===== src/verilog/ssd_pkg.sv =====
//======================================================================
// Summary of operation
// [RL1] initial state refuses mailbox and process data
// [RL2] guarded run: traffic accepted, outputs held safe
// [RL3] watchdog disabled: guarded run drives outputs
// [RL4] master sends output data before running
// [RL5] running: outputs follow master data
// [RL6] firmware update entered only from initial state
// [RL7] firmware update: file transfer mailbox only
// [RL8] entries addressed by 16-bit index, 8-bit subindex
// [RL9] entry attribute decides read or write access
// [RL10] identity and mapping data from 0x1000
// [RL11] channel parameters at 0x8000 or 0x4000
// [RL12] inputs at 0x6000, outputs at 0x7000
// [RL13] channel blocks sixteen indices apart
// [RL14] written parameters committed to nonvolatile memory
// [RL15] code word at 0xF008 enables save suppression
// [RL16] suppression: apply values, skip nonvolatile write
// [RL17] master limits rewrites without suppression
// [RL18] master replays start-up parameter list
// [RL19] illegal write aborts, dictionary unchanged
`default_nettype none
package ssd_pkg;
  //====================================================================
  // states and entry kinds
  typedef enum logic [2:0] {
    SSD_INIT_STATE,
    SSD_MAILBOX_ONLY_STATE,
    SSD_GUARDED_RUN_STATE,
    SSD_RUNNING_STATE,
    SSD_FW_UPDATE_STATE
  } ssd_state_t;

  typedef enum logic [2:0] {
    SSD_K_NONE,
    SSD_K_CONST,
    SSD_K_CHAN,
    SSD_K_PD_IN,
    SSD_K_PD_OUT,
    SSD_K_SAVE_CODE
  } ssd_kind_t;

  typedef struct packed {
    ssd_kind_t   kind;
    logic [7:0]  slot;
    logic [31:0] value;
  } ssd_entry_t;

  //====================================================================
  // addressing
  localparam int          IDX_W            = 16;
  localparam int          SUB_W            = 8;
  localparam int          DATA_W           = 32;
  localparam logic [15:0] IDX_DEV_TYPE     = 16'h1000;
  localparam logic [15:0] IDX_IDENTITY     = 16'h1018;
  localparam logic [15:0] IDX_OUT_MAP      = 16'h1600;
  localparam logic [15:0] IDX_IN_MAP       = 16'h1A00;
  localparam logic [15:0] IDX_CHAN_BASE    = 16'h8000;
  localparam logic [15:0] IDX_CHAN_ALT     = 16'h4000;
  localparam logic [15:0] IDX_PD_IN_BASE   = 16'h6000;
  localparam logic [15:0] IDX_PD_OUT_BASE  = 16'h7000;
  localparam logic [15:0] IDX_SAVE_CTRL    = 16'hF008;
  localparam int          CHAN_SHIFT       = 4;
  localparam logic [7:0]  SUB_ZERO         = 8'h00;
  localparam logic [7:0]  SUB_VENDOR       = 8'h01;
  localparam logic [7:0]  SUB_PRODUCT      = 8'h02;
  localparam logic [7:0]  SUB_PD_VALUE     = 8'h01;
  localparam logic [7:0]  SUB_CHAN_FIRST   = 8'h01;

  //====================================================================
  // values and reset values
  localparam logic [31:0] SAVE_CODE_WORD   = 32'h12345678;
  localparam logic [31:0] SAVE_CODE_RST    = 32'h00000000;
  localparam logic [31:0] PD_MAP_COUNT     = 32'h00000001;
  localparam logic        OUT_SAFE_LEVEL   = 1'b0;
  localparam ssd_state_t  SSD_RESET_STATE  = SSD_INIT_STATE;
endpackage : ssd_pkg
`default_nettype wire


===== src/verilog/ssd_param_ram.sv =====
`default_nettype none
module ssd_param_ram #(
  parameter int DW    = 32,
  parameter int DEPTH = 8,
  parameter int AW    = $clog2(DEPTH)
) (
  // clock and reset
  input  wire logic          clk,
  input  wire logic          reset,
  // write port
  input  wire logic          we,
  input  wire logic [AW-1:0] waddr,
  input  wire logic [DW-1:0] wdata,
  // read port
  input  wire logic [AW-1:0] raddr,
  output logic      [DW-1:0] rdata
);
  import ssd_pkg::*;

  logic [DW-1:0] mem [DEPTH];

  always_ff @(posedge clk)
  begin
    if (we)
    begin
      mem[waddr] <= wdata;
    end
  end

  always_ff @(posedge clk or posedge reset)
  begin
    if (reset)
    begin
      rdata <= '0;
    end
    else
    begin
      rdata <= mem[raddr];
    end
  end
endmodule : ssd_param_ram
`default_nettype wire


===== src/verilog/ssd_nvm_commit.sv =====
`default_nettype none
module ssd_nvm_commit #(
  parameter int DW    = 32,
  parameter int DEPTH = 8,
  parameter int AW    = $clog2(DEPTH)
) (
  // clock and reset
  input  wire logic          clk,
  input  wire logic          reset,
  // commit request
  input  wire logic          commitStart,
  input  wire logic [AW-1:0] commitAddr,
  input  wire logic [DW-1:0] commitData,
  output logic               busy,
  // restore into dictionary
  output logic               loadWe,
  output logic      [AW-1:0] loadAddr,
  output logic      [DW-1:0] loadData,
  // nonvolatile memory
  output logic               nvmReq,
  output logic               nvmWrite,
  output logic      [AW-1:0] nvmAddr,
  output logic      [DW-1:0] nvmWdata,
  input  wire logic          nvmAck,
  input  wire logic [DW-1:0] nvmRdata
);
  import ssd_pkg::*;

  typedef enum logic [1:0] {NV_LOAD, NV_IDLE, NV_WRITE} ssd_nvm_phase_t;
  typedef struct packed {
    ssd_nvm_phase_t  ph;
    logic            req;
    logic            write;
    logic [AW-1:0]   addr;
    logic [DW-1:0]   data;
    logic            busy;
    logic            loadWe;
  } ssd_nvm_t;

  localparam logic [AW-1:0] LAST_ADDR = AW'(DEPTH - 1);
  localparam ssd_nvm_t RST_VAL = '{ph: NV_LOAD, req: 1'b1, busy: 1'b1, default: '0};

  ssd_nvm_t r;
  ssd_nvm_t n;

  //====================================================================
  // restore after reset, then commit one word per request
  always_comb
  begin
    n = r;
    n.loadWe = 1'b0;
    unique case (r.ph)
      NV_LOAD:
      begin
        if (nvmAck)
        begin
          n.loadWe = 1'b1;
          n.data   = nvmRdata;
          n.req    = 1'b0;
        end
        if (r.loadWe)
        begin
          if (r.addr == LAST_ADDR)
          begin
            n.ph   = NV_IDLE;
            n.busy = 1'b0;
          end
          else
          begin
            n.addr = r.addr + AW'(1);
            n.req  = 1'b1;
          end
        end
      end
      NV_IDLE:
      begin
        if (commitStart)
        begin
          n.ph    = NV_WRITE;
          n.req   = 1'b1;
          n.write = 1'b1;
          n.addr  = commitAddr;
          n.data  = commitData;
          n.busy  = 1'b1;
        end
      end
      NV_WRITE:
      begin
        if (nvmAck)
        begin
          n.ph    = NV_IDLE;
          n.req   = 1'b0;
          n.write = 1'b0;
          n.busy  = 1'b0;
        end
      end
    endcase
  end

  always_ff @(posedge clk or posedge reset)
  begin
    if (reset)
    begin
      r <= RST_VAL;
    end
    else
    begin
      r <= n;
    end
  end

  assign busy     = r.busy;
  assign loadWe   = r.loadWe;
  assign loadAddr = r.addr;
  assign loadData = r.data;
  assign nvmReq   = r.req;
  assign nvmWrite = r.write;
  assign nvmAddr  = r.addr;
  assign nvmWdata = r.data;
endmodule : ssd_nvm_commit
`default_nettype wire


===== src/verilog/ssd_slave_dict.sv =====
`default_nettype none
module ssd_slave_dict #(
  parameter int              NUM_CH      = 2,
  parameter int              SUB_PER_CH  = 4,
  parameter int              OUT_W       = 8,
  parameter int              IN_W        = 8,
  parameter logic [15:0]     CH_BASE     = ssd_pkg::IDX_CHAN_BASE,
  parameter logic [31:0]     DEVICE_TYPE = 32'h00000001, // arbitrary value
  parameter logic [31:0]     VENDOR_CODE = 32'h0000ABCD, // arbitrary value
  parameter logic [31:0]     PRODUCT_CODE = 32'h00001234, // arbitrary value
  parameter int              DEPTH       = NUM_CH * SUB_PER_CH,
  parameter int              AW          = $clog2(DEPTH)
) (
  // clock and reset
  input  wire logic                         clk,
  input  wire logic                         reset,
  // state requests
  input  wire logic                         stReq,
  input  wire ssd_pkg::ssd_state_t          stReqState,
  output ssd_pkg::ssd_state_t               stateNow,
  output logic                              stAck,
  output logic                              stErr,
  // process data
  input  wire logic                         pdOutValid,
  input  wire logic [OUT_W-1:0]             pdOutData,
  input  wire logic [IN_W-1:0]              physIn,
  input  wire logic                         wdDisable,
  output logic      [OUT_W-1:0]             physOut,
  output logic      [IN_W-1:0]              pdInData,
  output logic                              pdRefused,
  // mailbox
  input  wire logic                         mbxReq,
  input  wire logic                         mbxFileXfer,
  input  wire logic                         mbxWrite,
  input  wire logic [ssd_pkg::IDX_W-1:0]    mbxIndex,
  input  wire logic [ssd_pkg::SUB_W-1:0]    mbxSub,
  input  wire logic [ssd_pkg::DATA_W-1:0]   mbxWdata,
  output logic                              mbxReady,
  output logic                              mbxDone,
  output logic                              mbxAbort,
  output logic      [ssd_pkg::DATA_W-1:0]   mbxRdata,
  // nonvolatile memory
  output logic                              nvmReq,
  output logic                              nvmWrite,
  output logic      [AW-1:0]                nvmAddr,
  output logic      [ssd_pkg::DATA_W-1:0]   nvmWdata,
  input  wire logic                         nvmAck,
  input  wire logic [ssd_pkg::DATA_W-1:0]   nvmRdata
);
  import ssd_pkg::*;

  typedef struct packed {
    ssd_state_t         st;
    logic               pdSeen;
    logic [OUT_W-1:0]   physOut;
    logic [OUT_W-1:0]   lastOut;
    logic [IN_W-1:0]    pdIn;
    logic               stAck;
    logic               stErr;
    logic               pdRefused;
    logic               mbxReady;
    logic               respPend;
    logic               respAbort;
    logic               respWrite;
    ssd_kind_t          respKind;
    logic [DATA_W-1:0]  respConst;
    logic               mbxDone;
    logic               mbxAbort;
    logic [DATA_W-1:0]  mbxRdata;
    logic [DATA_W-1:0]  saveCode;
    logic               suppress;
  } ssd_main_t;

  localparam ssd_main_t RST_VAL = '{st: SSD_RESET_STATE, respKind: SSD_K_NONE,
                                    saveCode: SAVE_CODE_RST, default: '0};
  localparam logic [OUT_W-1:0] OUT_SAFE = {OUT_W{OUT_SAFE_LEVEL}};

  //====================================================================
  // dictionary decode
  function automatic ssd_entry_t decodeEntry(input logic [IDX_W-1:0] idx,
                                             input logic [SUB_W-1:0] sub);
    logic [IDX_W-1:0] off;
    ssd_entry_t       e;
    off = idx - CH_BASE;
    e   = '{kind: SSD_K_NONE, slot: '0, value: '0};
    if (idx == IDX_DEV_TYPE && sub == SUB_ZERO) // RL10
      e = '{kind: SSD_K_CONST, slot: '0, value: DEVICE_TYPE};
    else if (idx == IDX_IDENTITY && sub == SUB_VENDOR)
      e = '{kind: SSD_K_CONST, slot: '0, value: VENDOR_CODE};
    else if (idx == IDX_IDENTITY && sub == SUB_PRODUCT)
      e = '{kind: SSD_K_CONST, slot: '0, value: PRODUCT_CODE};
    else if ((idx == IDX_OUT_MAP || idx == IDX_IN_MAP) && sub == SUB_ZERO)
      e = '{kind: SSD_K_CONST, slot: '0, value: PD_MAP_COUNT};
    else if (idx == IDX_PD_IN_BASE && sub == SUB_PD_VALUE) // RL12
      e = '{kind: SSD_K_PD_IN, slot: '0, value: '0};
    else if (idx == IDX_PD_OUT_BASE && sub == SUB_PD_VALUE)
      e = '{kind: SSD_K_PD_OUT, slot: '0, value: '0};
    else if (idx == IDX_SAVE_CTRL && sub == SUB_ZERO) // RL15
      e = '{kind: SSD_K_SAVE_CODE, slot: '0, value: '0};
    else if (off < IDX_W'(NUM_CH << CHAN_SHIFT) && off[CHAN_SHIFT-1:0] == '0 // RL11 RL13
             && sub >= SUB_CHAN_FIRST && sub < SUB_CHAN_FIRST + 8'(SUB_PER_CH)) // RL8
      e = '{kind: SSD_K_CHAN,
            slot: 8'(off >> CHAN_SHIFT) * 8'(SUB_PER_CH) + (sub - SUB_CHAN_FIRST),
            value: '0};
    return e;
  endfunction : decodeEntry

  function automatic logic legalMove(input ssd_state_t from, input ssd_state_t to,
                                     input logic seen);
    logic ok;
    ok = (to == from) || (to == SSD_INIT_STATE);
    unique case (from)
      SSD_INIT_STATE:         ok = ok || (to inside {SSD_MAILBOX_ONLY_STATE,
                                                     SSD_FW_UPDATE_STATE}); // RL6
      SSD_MAILBOX_ONLY_STATE: ok = ok || (to == SSD_GUARDED_RUN_STATE);
      SSD_GUARDED_RUN_STATE:  ok = ok || (to == SSD_MAILBOX_ONLY_STATE)
                                      || (to == SSD_RUNNING_STATE && seen); // RL4
      SSD_RUNNING_STATE:      ok = ok || (to inside {SSD_MAILBOX_ONLY_STATE,
                                                     SSD_GUARDED_RUN_STATE});
      SSD_FW_UPDATE_STATE:    ok = ok;
    endcase
    return ok;
  endfunction : legalMove

  //====================================================================
  // request qualification
  ssd_main_t         r;
  ssd_main_t         n;
  ssd_entry_t        ent;
  logic              take;
  logic              paramOk;
  logic              fileOk;
  logic              legal;
  logic              mbxRamWe;
  logic              commitStart;
  logic              nvmBusy;
  logic              loadWe;
  logic [AW-1:0]     loadAddr;
  logic [DATA_W-1:0] loadData;
  logic [DATA_W-1:0] ramRdata;
  logic              pdAccept;

  assign ent      = decodeEntry(mbxIndex, mbxSub);
  assign take     = mbxReq && r.mbxReady;
  assign paramOk  = !mbxFileXfer && (r.st inside {SSD_MAILBOX_ONLY_STATE, // RL1 RL2 RL5
                                                  SSD_GUARDED_RUN_STATE, SSD_RUNNING_STATE});
  assign fileOk   = mbxFileXfer && r.st == SSD_FW_UPDATE_STATE; // RL7
  assign legal    = fileOk || (paramOk && ent.kind != SSD_K_NONE // RL19
                    && (!mbxWrite || ent.kind inside {SSD_K_CHAN, SSD_K_SAVE_CODE})); // RL9
  assign mbxRamWe = take && legal && paramOk && mbxWrite && ent.kind == SSD_K_CHAN;
  assign commitStart = mbxRamWe && !r.suppress; // RL14 RL16
  assign pdAccept = r.st inside {SSD_GUARDED_RUN_STATE, SSD_RUNNING_STATE}; // RL1 RL7

  //====================================================================
  // state machine, process data and mailbox
  always_comb
  begin
    n           = r;
    n.stAck     = 1'b0;
    n.stErr     = 1'b0;
    n.pdRefused = pdOutValid && !pdAccept;
    n.mbxDone   = 1'b0;
    n.respPend  = 1'b0;
    if (stReq)
    begin
      if (legalMove(r.st, stReqState, r.pdSeen))
      begin
        n.st    = stReqState;
        n.stAck = 1'b1;
      end
      else
      begin
        n.stErr = 1'b1;
      end
    end
    if (pdAccept)
    begin
      n.pdIn = physIn; // RL2
      if (pdOutValid)
      begin
        n.lastOut = pdOutData;
        n.pdSeen  = r.st == SSD_GUARDED_RUN_STATE;
      end
    end
    if (n.st != r.st)
    begin
      n.pdSeen = 1'b0;
    end
    if (r.st == SSD_RUNNING_STATE || (r.st == SSD_GUARDED_RUN_STATE && wdDisable)) // RL3
    begin
      if (pdOutValid)
      begin
        n.physOut = pdOutData; // RL5
      end
    end
    else
    begin
      n.physOut = OUT_SAFE; // RL2
    end
    if (take)
    begin
      n.respPend  = 1'b1;
      n.respAbort = !legal; // RL19
      n.respWrite = mbxWrite;
      n.respKind  = fileOk ? SSD_K_NONE : ent.kind;
      n.respConst = ent.value;
      if (legal && paramOk && mbxWrite && ent.kind == SSD_K_SAVE_CODE)
      begin
        n.saveCode = mbxWdata;
        n.suppress = mbxWdata == SAVE_CODE_WORD; // RL15
      end
    end
    if (r.respPend)
    begin
      n.mbxDone  = 1'b1;
      n.mbxAbort = r.respAbort;
      n.mbxRdata = '0;
      if (!r.respAbort && !r.respWrite)
      begin
        unique case (r.respKind)
          SSD_K_NONE:      n.mbxRdata = '0;
          SSD_K_CONST:     n.mbxRdata = r.respConst;
          SSD_K_CHAN:      n.mbxRdata = ramRdata;
          SSD_K_PD_IN:     n.mbxRdata = DATA_W'(r.pdIn);
          SSD_K_PD_OUT:    n.mbxRdata = DATA_W'(r.lastOut);
          SSD_K_SAVE_CODE: n.mbxRdata = r.saveCode;
          default:         n.mbxRdata = '0;
        endcase
      end
    end
    n.mbxReady = !take && !nvmBusy;
  end

  always_ff @(posedge clk or posedge reset)
  begin
    if (reset)
    begin
      r <= RST_VAL;
    end
    else
    begin
      r <= n;
    end
  end

  //====================================================================
  // parameter storage
  ssd_param_ram #(.DW(DATA_W), .DEPTH(DEPTH)) uRam (
    .clk   (clk),
    .reset (reset),
    .we    (mbxRamWe || loadWe),
    .waddr (loadWe ? loadAddr : AW'(ent.slot)),
    .wdata (loadWe ? loadData : mbxWdata),
    .raddr (AW'(ent.slot)),
    .rdata (ramRdata)
  );

  ssd_nvm_commit #(.DW(DATA_W), .DEPTH(DEPTH)) uNvm (
    .clk         (clk),
    .reset       (reset),
    .commitStart (commitStart),
    .commitAddr  (AW'(ent.slot)),
    .commitData  (mbxWdata),
    .busy        (nvmBusy),
    .loadWe      (loadWe),
    .loadAddr    (loadAddr),
    .loadData    (loadData),
    .nvmReq      (nvmReq),
    .nvmWrite    (nvmWrite),
    .nvmAddr     (nvmAddr),
    .nvmWdata    (nvmWdata),
    .nvmAck      (nvmAck),
    .nvmRdata    (nvmRdata)
  );

  assign stateNow  = r.st;
  assign stAck     = r.stAck;
  assign stErr     = r.stErr;
  assign physOut   = r.physOut;
  assign pdInData  = r.pdIn;
  assign pdRefused = r.pdRefused;
  assign mbxReady  = r.mbxReady;
  assign mbxDone   = r.mbxDone;
  assign mbxAbort  = r.mbxAbort;
  assign mbxRdata  = r.mbxRdata;
endmodule : ssd_slave_dict
`default_nettype wire


===== config.mk =====
export PLATFORM = sky130hd
export DESIGN_NAME = ssd_slave_dict
export DESIGN_NICKNAME = d
export VERILOG_FILES = /design/src/verilog/ssd_pkg.sv /design/src/verilog/ssd_param_ram.sv /design/src/verilog/ssd_nvm_commit.sv /design/src/verilog/ssd_slave_dict.sv
export SDC_FILE = /design/constraint.sdc
export NUM_CORES = 1
export LEC_CHECK = 0
export BUFFER_PORTS_ARGS = -buffer_cell sky130_fd_sc_hd__buf_2
export CAP_MARGIN = 20
export CORE_ASPECT_RATIO = 0.75
export CORE_MARGIN = 2
export CORE_UTILIZATION = 40
export CTS_BUF_LIST = sky130_fd_sc_hd__clkbuf_8
export DETAILED_ROUTE_END_ITERATION = 10
export SYNTH_ARGS = -nofsm -noshare
export SYNTH_HDL_FRONTEND = slang
export SYNTH_SLANG_ARGS = --single-unit

===== constraint.sdc =====
create_clock -name clk -period 14.6 [get_ports clk]
set_input_delay 2.19 -clock clk [delete_from_list [all_inputs] [get_ports clk]]
set_output_delay 2.19 -clock clk [all_outputs]
set_load 0.02 [all_outputs]

==> results of run 1 <==
[power groups by stage]
stage	registers [W]	clock network [W]	logic (W)
2_1_floorplan	0.00140	0	0.000206
5_1_grt	0.00139	0.00112	0.000298
3_3_place_gp	0.00141	0	0.000270
3_5_place_dp	0.00141	0	0.000274
4_1_cts	0.00139	0.00106	0.000275
6_report	0.00139	0.00104	0.000274
[per-stage QoR]
stage	area, sq um	utilization	setup WS [ns]	hold slack, ns	total power (W)
2_1_floorplan	20010	-	7.470	0.3519	0.001604
3_5_place_dp	21060	0.4293	8.351	0.4629	0.001686
3_3_place_gp	21060	0.4293	8.446	0.4632	0.001679
6_report	22440	0.4575	9.030	0.4781	0.002705
5_1_grt	22440	0.4575	8.862	0.5240	0.002809
4_1_cts	22420	0.4571	9.020	0.4778	0.002725
[logic make-up after synthesis]
logic type                 after synthesis
AOI/OAI and AO/OA                      328
xor gates and xnor gates                 8
adders and majority gates                9
buffers and inverters                  283
DFF                                    438
muxes                                  198
and+or+nand+nor                        397
[cell usage in the layout, fill, tap and decap left out, types with 4 or more instances in the layout]
master and count:
a21boi_0 5, a21o_1 6, a21oi_1 88, a221oi_1 7, a22oi_1 19, a31oi_1 7
a32oi_1 31, and2_1 4, buf_2 208, buf_4 29, clkbuf_8 79, clkinv_1 14
clkinv_2 4, dfrtp_1 179, edfxtp_1 256, ha_1 7, inv_1 100, mux2_2 118
mux2i_1 80, nand2_1 247, nand2b_1 6, nand3_1 8, nand4_1 5, nor2_1 26
nor2_2 8, nor2b_1 11, nor3_1 8, nor4_1 37, nor4b_1 4, o21ai_0 38
o22ai_1 64, o41ai_1 32, or2_2 4, or3_1 4, or4_1 4, xnor2_1 5
[critical path: stages]
cell and delay [ns]:
buf_2 0.10, or4_1 0.59, or4b_4 0.90, nor4_2 0.54
a31oi_1 0.28, nor2_2 0.71, buf_4 0.47
[layout make-up]
class,count,area [sq um],area share
well taps,648,810.8,0.03613
multi-input cells,940,6435,0.2868
repair buffers,238,1279,0.05699
flip-flops and latches,438,12250,0.5457
inverters,80,307.8,0.01372
clock buffers,79,1087,0.04846
clock inverters,46,274.0,0.01221
[worst min-delay path by stage]
stage | start | endpoint | depth (start not counted)
finish | r[102] | r[102] | 2
global route | r[17] | r[17] | 1
CTS | r[102] | r[102] | 2
detailed placement | r[102] | r[102] | 2
global placement | r[102] | r[102] | 2
floorplan | r[104] | mbxDone | 0
[state kept, by name, indices dropped and copies added, names as in the netlist]
signal / count
uNvm.busy: 1
pdInData: 8
mbxRdata: 32
uNvm.nvmWrite: 1
mbxReady: 1
physOut: 8
mbxDone: 1
uNvm.nvmReq: 1
stAck: 1
uRam.mem: 256
stErr: 1
pdRefused: 1
uNvm.loadData: 32
uNvm.loadAddr: 3
uNvm.r: 2
stateNow: 3
uNvm.loadWe: 1
uRam.rdata: 32
mbxAbort: 1
r: 52
[metal layers]
| metal | vias to the layer above | share of wire |
|---|---|---|
| li1 | 6240 | - |
| met1 | 6915 | 0.47 |
| met2 | 504 | 0.44 |
| met3 | 90 | 0.066 |
| met4 | 0 | 0.023 |
| met5 | - | 0 |
==> impl_results.md, run 1 <==
- Status: finished, final reports clean
- Die Y: 197.7 um
- Seq pwr share: 0.513
- Setup slack, reg-to-reg: 10.93 ns
- Die W: about 260 um
- Final period utilization: 0.3815
- Initial antenna violation count: 1
- DP Wirelength: 34.98 mm
- Crit-path max FO: 75
- DRC: 0
- Most frequent cell after synthesis: edfxtp_1
- Pint: 0.002005 W
- R2R Path Start: stateNow[2]
- Critical Path AT: between 5 and 6 ns
- # fillers: 4,504
- Final Skew: 0.02667 ns
- Complex-gate fraction of the synthesized area: 0.1102
- Router iterations before antenna repair: 7
- Worst setup path endpoint: uRam.mem[0][30]
- List of most frequent post-synthesis cells: edfxtp_1 (256), nand2_1 (247), dfrtp_1 (180)
- CTS-repair resized insts: 0
- Synthesized cell area: 20,010 sq um
- Routed Antenna Nets: 0
- Port buffer count: 209
- Vias per cell: 5.569
- Main synth FF type: edfxtp_1
- Cell row count: 70
- Final net count: between 1.5k and 2k
- Via count: 13.75k
- XOR/XNOR Fraction of Synth Area: 0.003501
- Reg2reg path depth: 6
- Root Buffer: clkbuf_8
- RSZ-0062 raised after global routing: false
- Initial Util: 0.4080
- First-pass GRT wire length: 83.38 mm
- Sequential-to-total area share from yosys stat: 0.6118
- Yosys reg bits: around 440
- Synth unique cells: 70
- Hold-fix buffers at CTS: 0
- Placed cells: 2,343
- M3 GR Usage: 0.04092
- Crit path time final: 5.570 ns
- Rel. slew slack: 0.2272
- Crit path capture type: flip-flop
- Total Wirelength: 55.45 mm
- Post-Synth Adder-Cell Area: 0.005627
- Post-CTS setup buffers: 0
- Pins Over Slew Limit: 0
- Cell Count, Final, Fillers Out: 2,469
- Synth-to-layout area growth: 12.12%
- RR Endpoint: uRam.mem[0][30]
- # H-tree levels: 3
- Simple-Gate Fraction of Synth Area: 0.09234
- Met1 global-route usage: 0.3076
- Pwr dens: 120.5 nW/um^2
- Synth warnings: 0
- Syn_nets: 1,786
- Switching share of power: 0.2585
- RePlAce Congestion: 0.8398
- Setup violators final: 0
- Max-cap violations: 0
- Reg clk slew, reported paths: 0.06 ns
- Setup TNS: 0 ns
- EDFF count, synth: 256
- Mean Syn Cell Area: around 12 sq um
- Fmax: 0.1795 GHz
- Largest family of logic cells by synthesized area: compound AO/OA/AOI/OAI gates
- TritonCTS clock tree: built
- Core area: 49,050 sq um
- Share of cells above drive strength 1: 0.2625
- Wire per inst: 22.46 um
- Req. time, crit path: 14.88 ns
- Asr flop ratio synth: 0.4155
- Synth top area cells: edfxtp_1 (38%), dfrtp_1 (23%), mux2_2 (6.6%)
- Most crowded layer after global routing: met2
- Diode count: 0
- Post-synthesis mux area share: 0.1064
- Pin count of the biggest net entering global routing: 114
- CTS buffer count: 69
- Psw: approximately 0.0007 W
- Bufs on Longest Clock Path: 3
- CTS Sinks: about 440
- Peak VDD IR: between 0.06 and 0.07 mV
- Logic pwr share: 0.101
- Starting DRT DRC Count: 1,337
- GR Util met2: 0.3160
- Leak: between 9 and 10 nW
- Congestion Overflow GR: 0
- Top cell type's share of synthesized area: 0.3841
- Die Footprint: about 52,000 sq um
- CP Class: primary input to flip-flop
- Synth Instances: 1,661
- Post-synth top area cell: edfxtp_1
- CP Launch Point: mbxIndex[0]
- Worst skew pair latency: 0.63 ns
- Vias in the first global route: between 10k and 15k
- Total global-route track usage: 0.2101
- Hold Violations, Final: 0
- CP startpoint kind: primary input
- Worst hold path class: flip-flop to flip-flop
- Clk network pwr share: 0.386
- Slew @ Worst Pin: 1.143 ns
- I/O Pins: 210
Power figures use the tool's default switching activity.
==> run 2, diff against run 1 <==
clock period = 5 ns   (was 14.6 ns; I/O delays follow)
==> impl_results.md, run 2 (synthesis gave the netlist of run 1 again) <==
- Status: finished, final reports clean
- I/O Pins: 210
- Final period utilization: 0.6970
- Critical Path AT: 3.72 ns
- First-pass GRT wire length: ~84 mm
- Seq pwr share: 0.524
- Pwr dens: 344.2 nW/um^2
- Crit-path max FO: 32
- Commonest non-fill, non-tap cell in the layout: edfxtp_1
- Die W: around 260 um
- Final Skew: 0.03263 ns
- Setup violators final: 0
- Diode count: 0
- Commonest non-fill, non-tap cells in the layout: edfxtp_1 (256), nand2_1 (247), buf_2 (208), dfrtp_1 (179), mux2_2 (118)
- Final net count: 1,899
- Pin count of the biggest net entering global routing: 144
- Hold-fix buffers at CTS: 0
- Clk network pwr share: 0.372
- Die Y: 197.7 um
- Total global-route track usage: 0.2119
- Via count: 13.75k
- CTS-repair resized insts: 0
- Bufs and invs on worst path: 2
- Total Wirelength: 55.54 mm
- Router iterations before antenna repair: 7
- Kind of cell adding the most delay to the critical path: simple AND/OR/NAND/NOR gates
- Slew @ Worst Pin: 1.076 ns
- Routed Antenna Nets: 0
- Critical path, cell by cell: buf_2 > or4_1 > or4b_4 > nor4_1 > a31oi_1 > nor2_2 > buf_4
- Reg2reg path depth: 6
- Starting DRT DRC Count: 1,233
- Bufs on Longest Clock Path: 3
- Slowest stage delay, CP: 0.72 ns
- Reg clk slew, reported paths: 0.06 ns
- Vias in the first global route: 13.74k
- Congestion Overflow GR: 0
- Worst hold path class: primary input to async pin
- Switching share of power: 0.2582
- Pint: between 0.005 and 0.006 W
- Crit path time final: about 3.5 ns
- CTS Sinks: about 440
- Initial antenna violation count: 2
- RSZ-0062 raised after global routing: false
- Root Buffer: clkbuf_8
- Fmax: 0.2870 GHz
- TritonCTS clock tree: built
- CP Class: primary input to flip-flop
- CP startpoint kind: primary input
- # H-tree levels: 3
- Wire per inst: 22.45 um
- DRC: 0
- Top flop regs: uRam.mem: 256 flops, r: 52 flops
- Biggest register: uRam.mem
- Hold_ws: 0.3099 ns
- Logic pwr share: 0.104
- Pins Over Slew Limit: 0
- Max-cap violations: 0
- Critical path depth: 7
- Synth-to-layout area growth: 12.20%
- Port buffer count: 209
- Worst skew pair latency: between 0.6 and 0.7 ns
- Post-CTS setup buffers: 0
- Peak VDD IR: between 0.15 and 0.2 mV
- Vias per cell: 5.557
- Core area: 49,050 sq um
- Rel. slew slack: 0.2794
- Crit path capture type: flip-flop
- Initial Util: 0.4080
- CTS buffer count: 69
- Leak: 9.241 nW
- RePlAce Congestion: 0.8422
- DP Wirelength: 35.25 mm
- Slowest-stage cell, CP: nor4_1
- Share of cells above drive strength 1: 0.2651
- Setup TNS: 0 ns
- Final Power: 0.007729 W
- Max FFs per register: 256
- Cell row count: 70
- Psw: 0.001995 W
- Die Footprint: 51,860 sq um
- Post-layout util: 0.4578
- Req. time, crit path: 5.24 ns
- Hold Violations, Final: 0
==> run 2: cell type report <==
class,count,area (sq um)
fill,4478,26590
clock buffer,78,1074
multi-input combinational,940,6435
tap,648,810.8
sequential,438,12250
inverter,80,304.0
clock inverter,45,216.5
timing repair buffer,245,1369
==> run 2: metal layers <==
layer  global-route usage  share of wire  vias up
met1               0.3034           0.46     6911
li1                     -              -     6251
met3              0.03843          0.060       79
met5                    0        0.00023        -
met2               0.3289           0.45      506
met4              0.06439          0.024        2
==> run 2: metrics by stage <==
stage | setup WS (ns) | cell area, sq um | instances
floorplan | 0.1570 | 20020 | 1661
global placement | 1.039 | 21160 | 2351
detailed placement | 0.9634 | 21160 | 2351
CTS | 1.614 | 22450 | 2474
global route | 1.429 | 22450 | 2474
finish | 1.515 | 22450 | 2474
==> run 2: final timing paths <==
kind,start,to,slack [ns]
max,mbxIndex[0],uRam.mem[6][27],1.52
min,reset,mbxRdata[27],0.31
max reg2reg,stateNow[2],uRam.mem[7][27],1.81
min reg2reg,r[102],r[102],0.48
max in group asynchronous,reset,mbxRdata[12],3.95
min in group clk,stReq,r[133],0.37
==> run 2: power groups by stage <==
| stage | Clock [W] | Sequential [W] | Combinational, W |
|---|---|---|---|
| 6_report | 0.00288 | 0.00405 | 0.000803 |
| 5_1_grt | 0.00310 | 0.00406 | 0.000872 |
| 4_1_cts | 0.00293 | 0.00405 | 0.000808 |
| 3_5_place_dp | 0 | 0.00412 | 0.000804 |
| 3_3_place_gp | 0 | 0.00412 | 0.000792 |
| 2_1_floorplan | 0 | 0.00408 | 0.000603 |
==> run 2: worst min-delay path, cell delays in order <==
cell and delay (ns):
buf_2 0.11, clkinvlp_4 0.08, buf_12 0.46
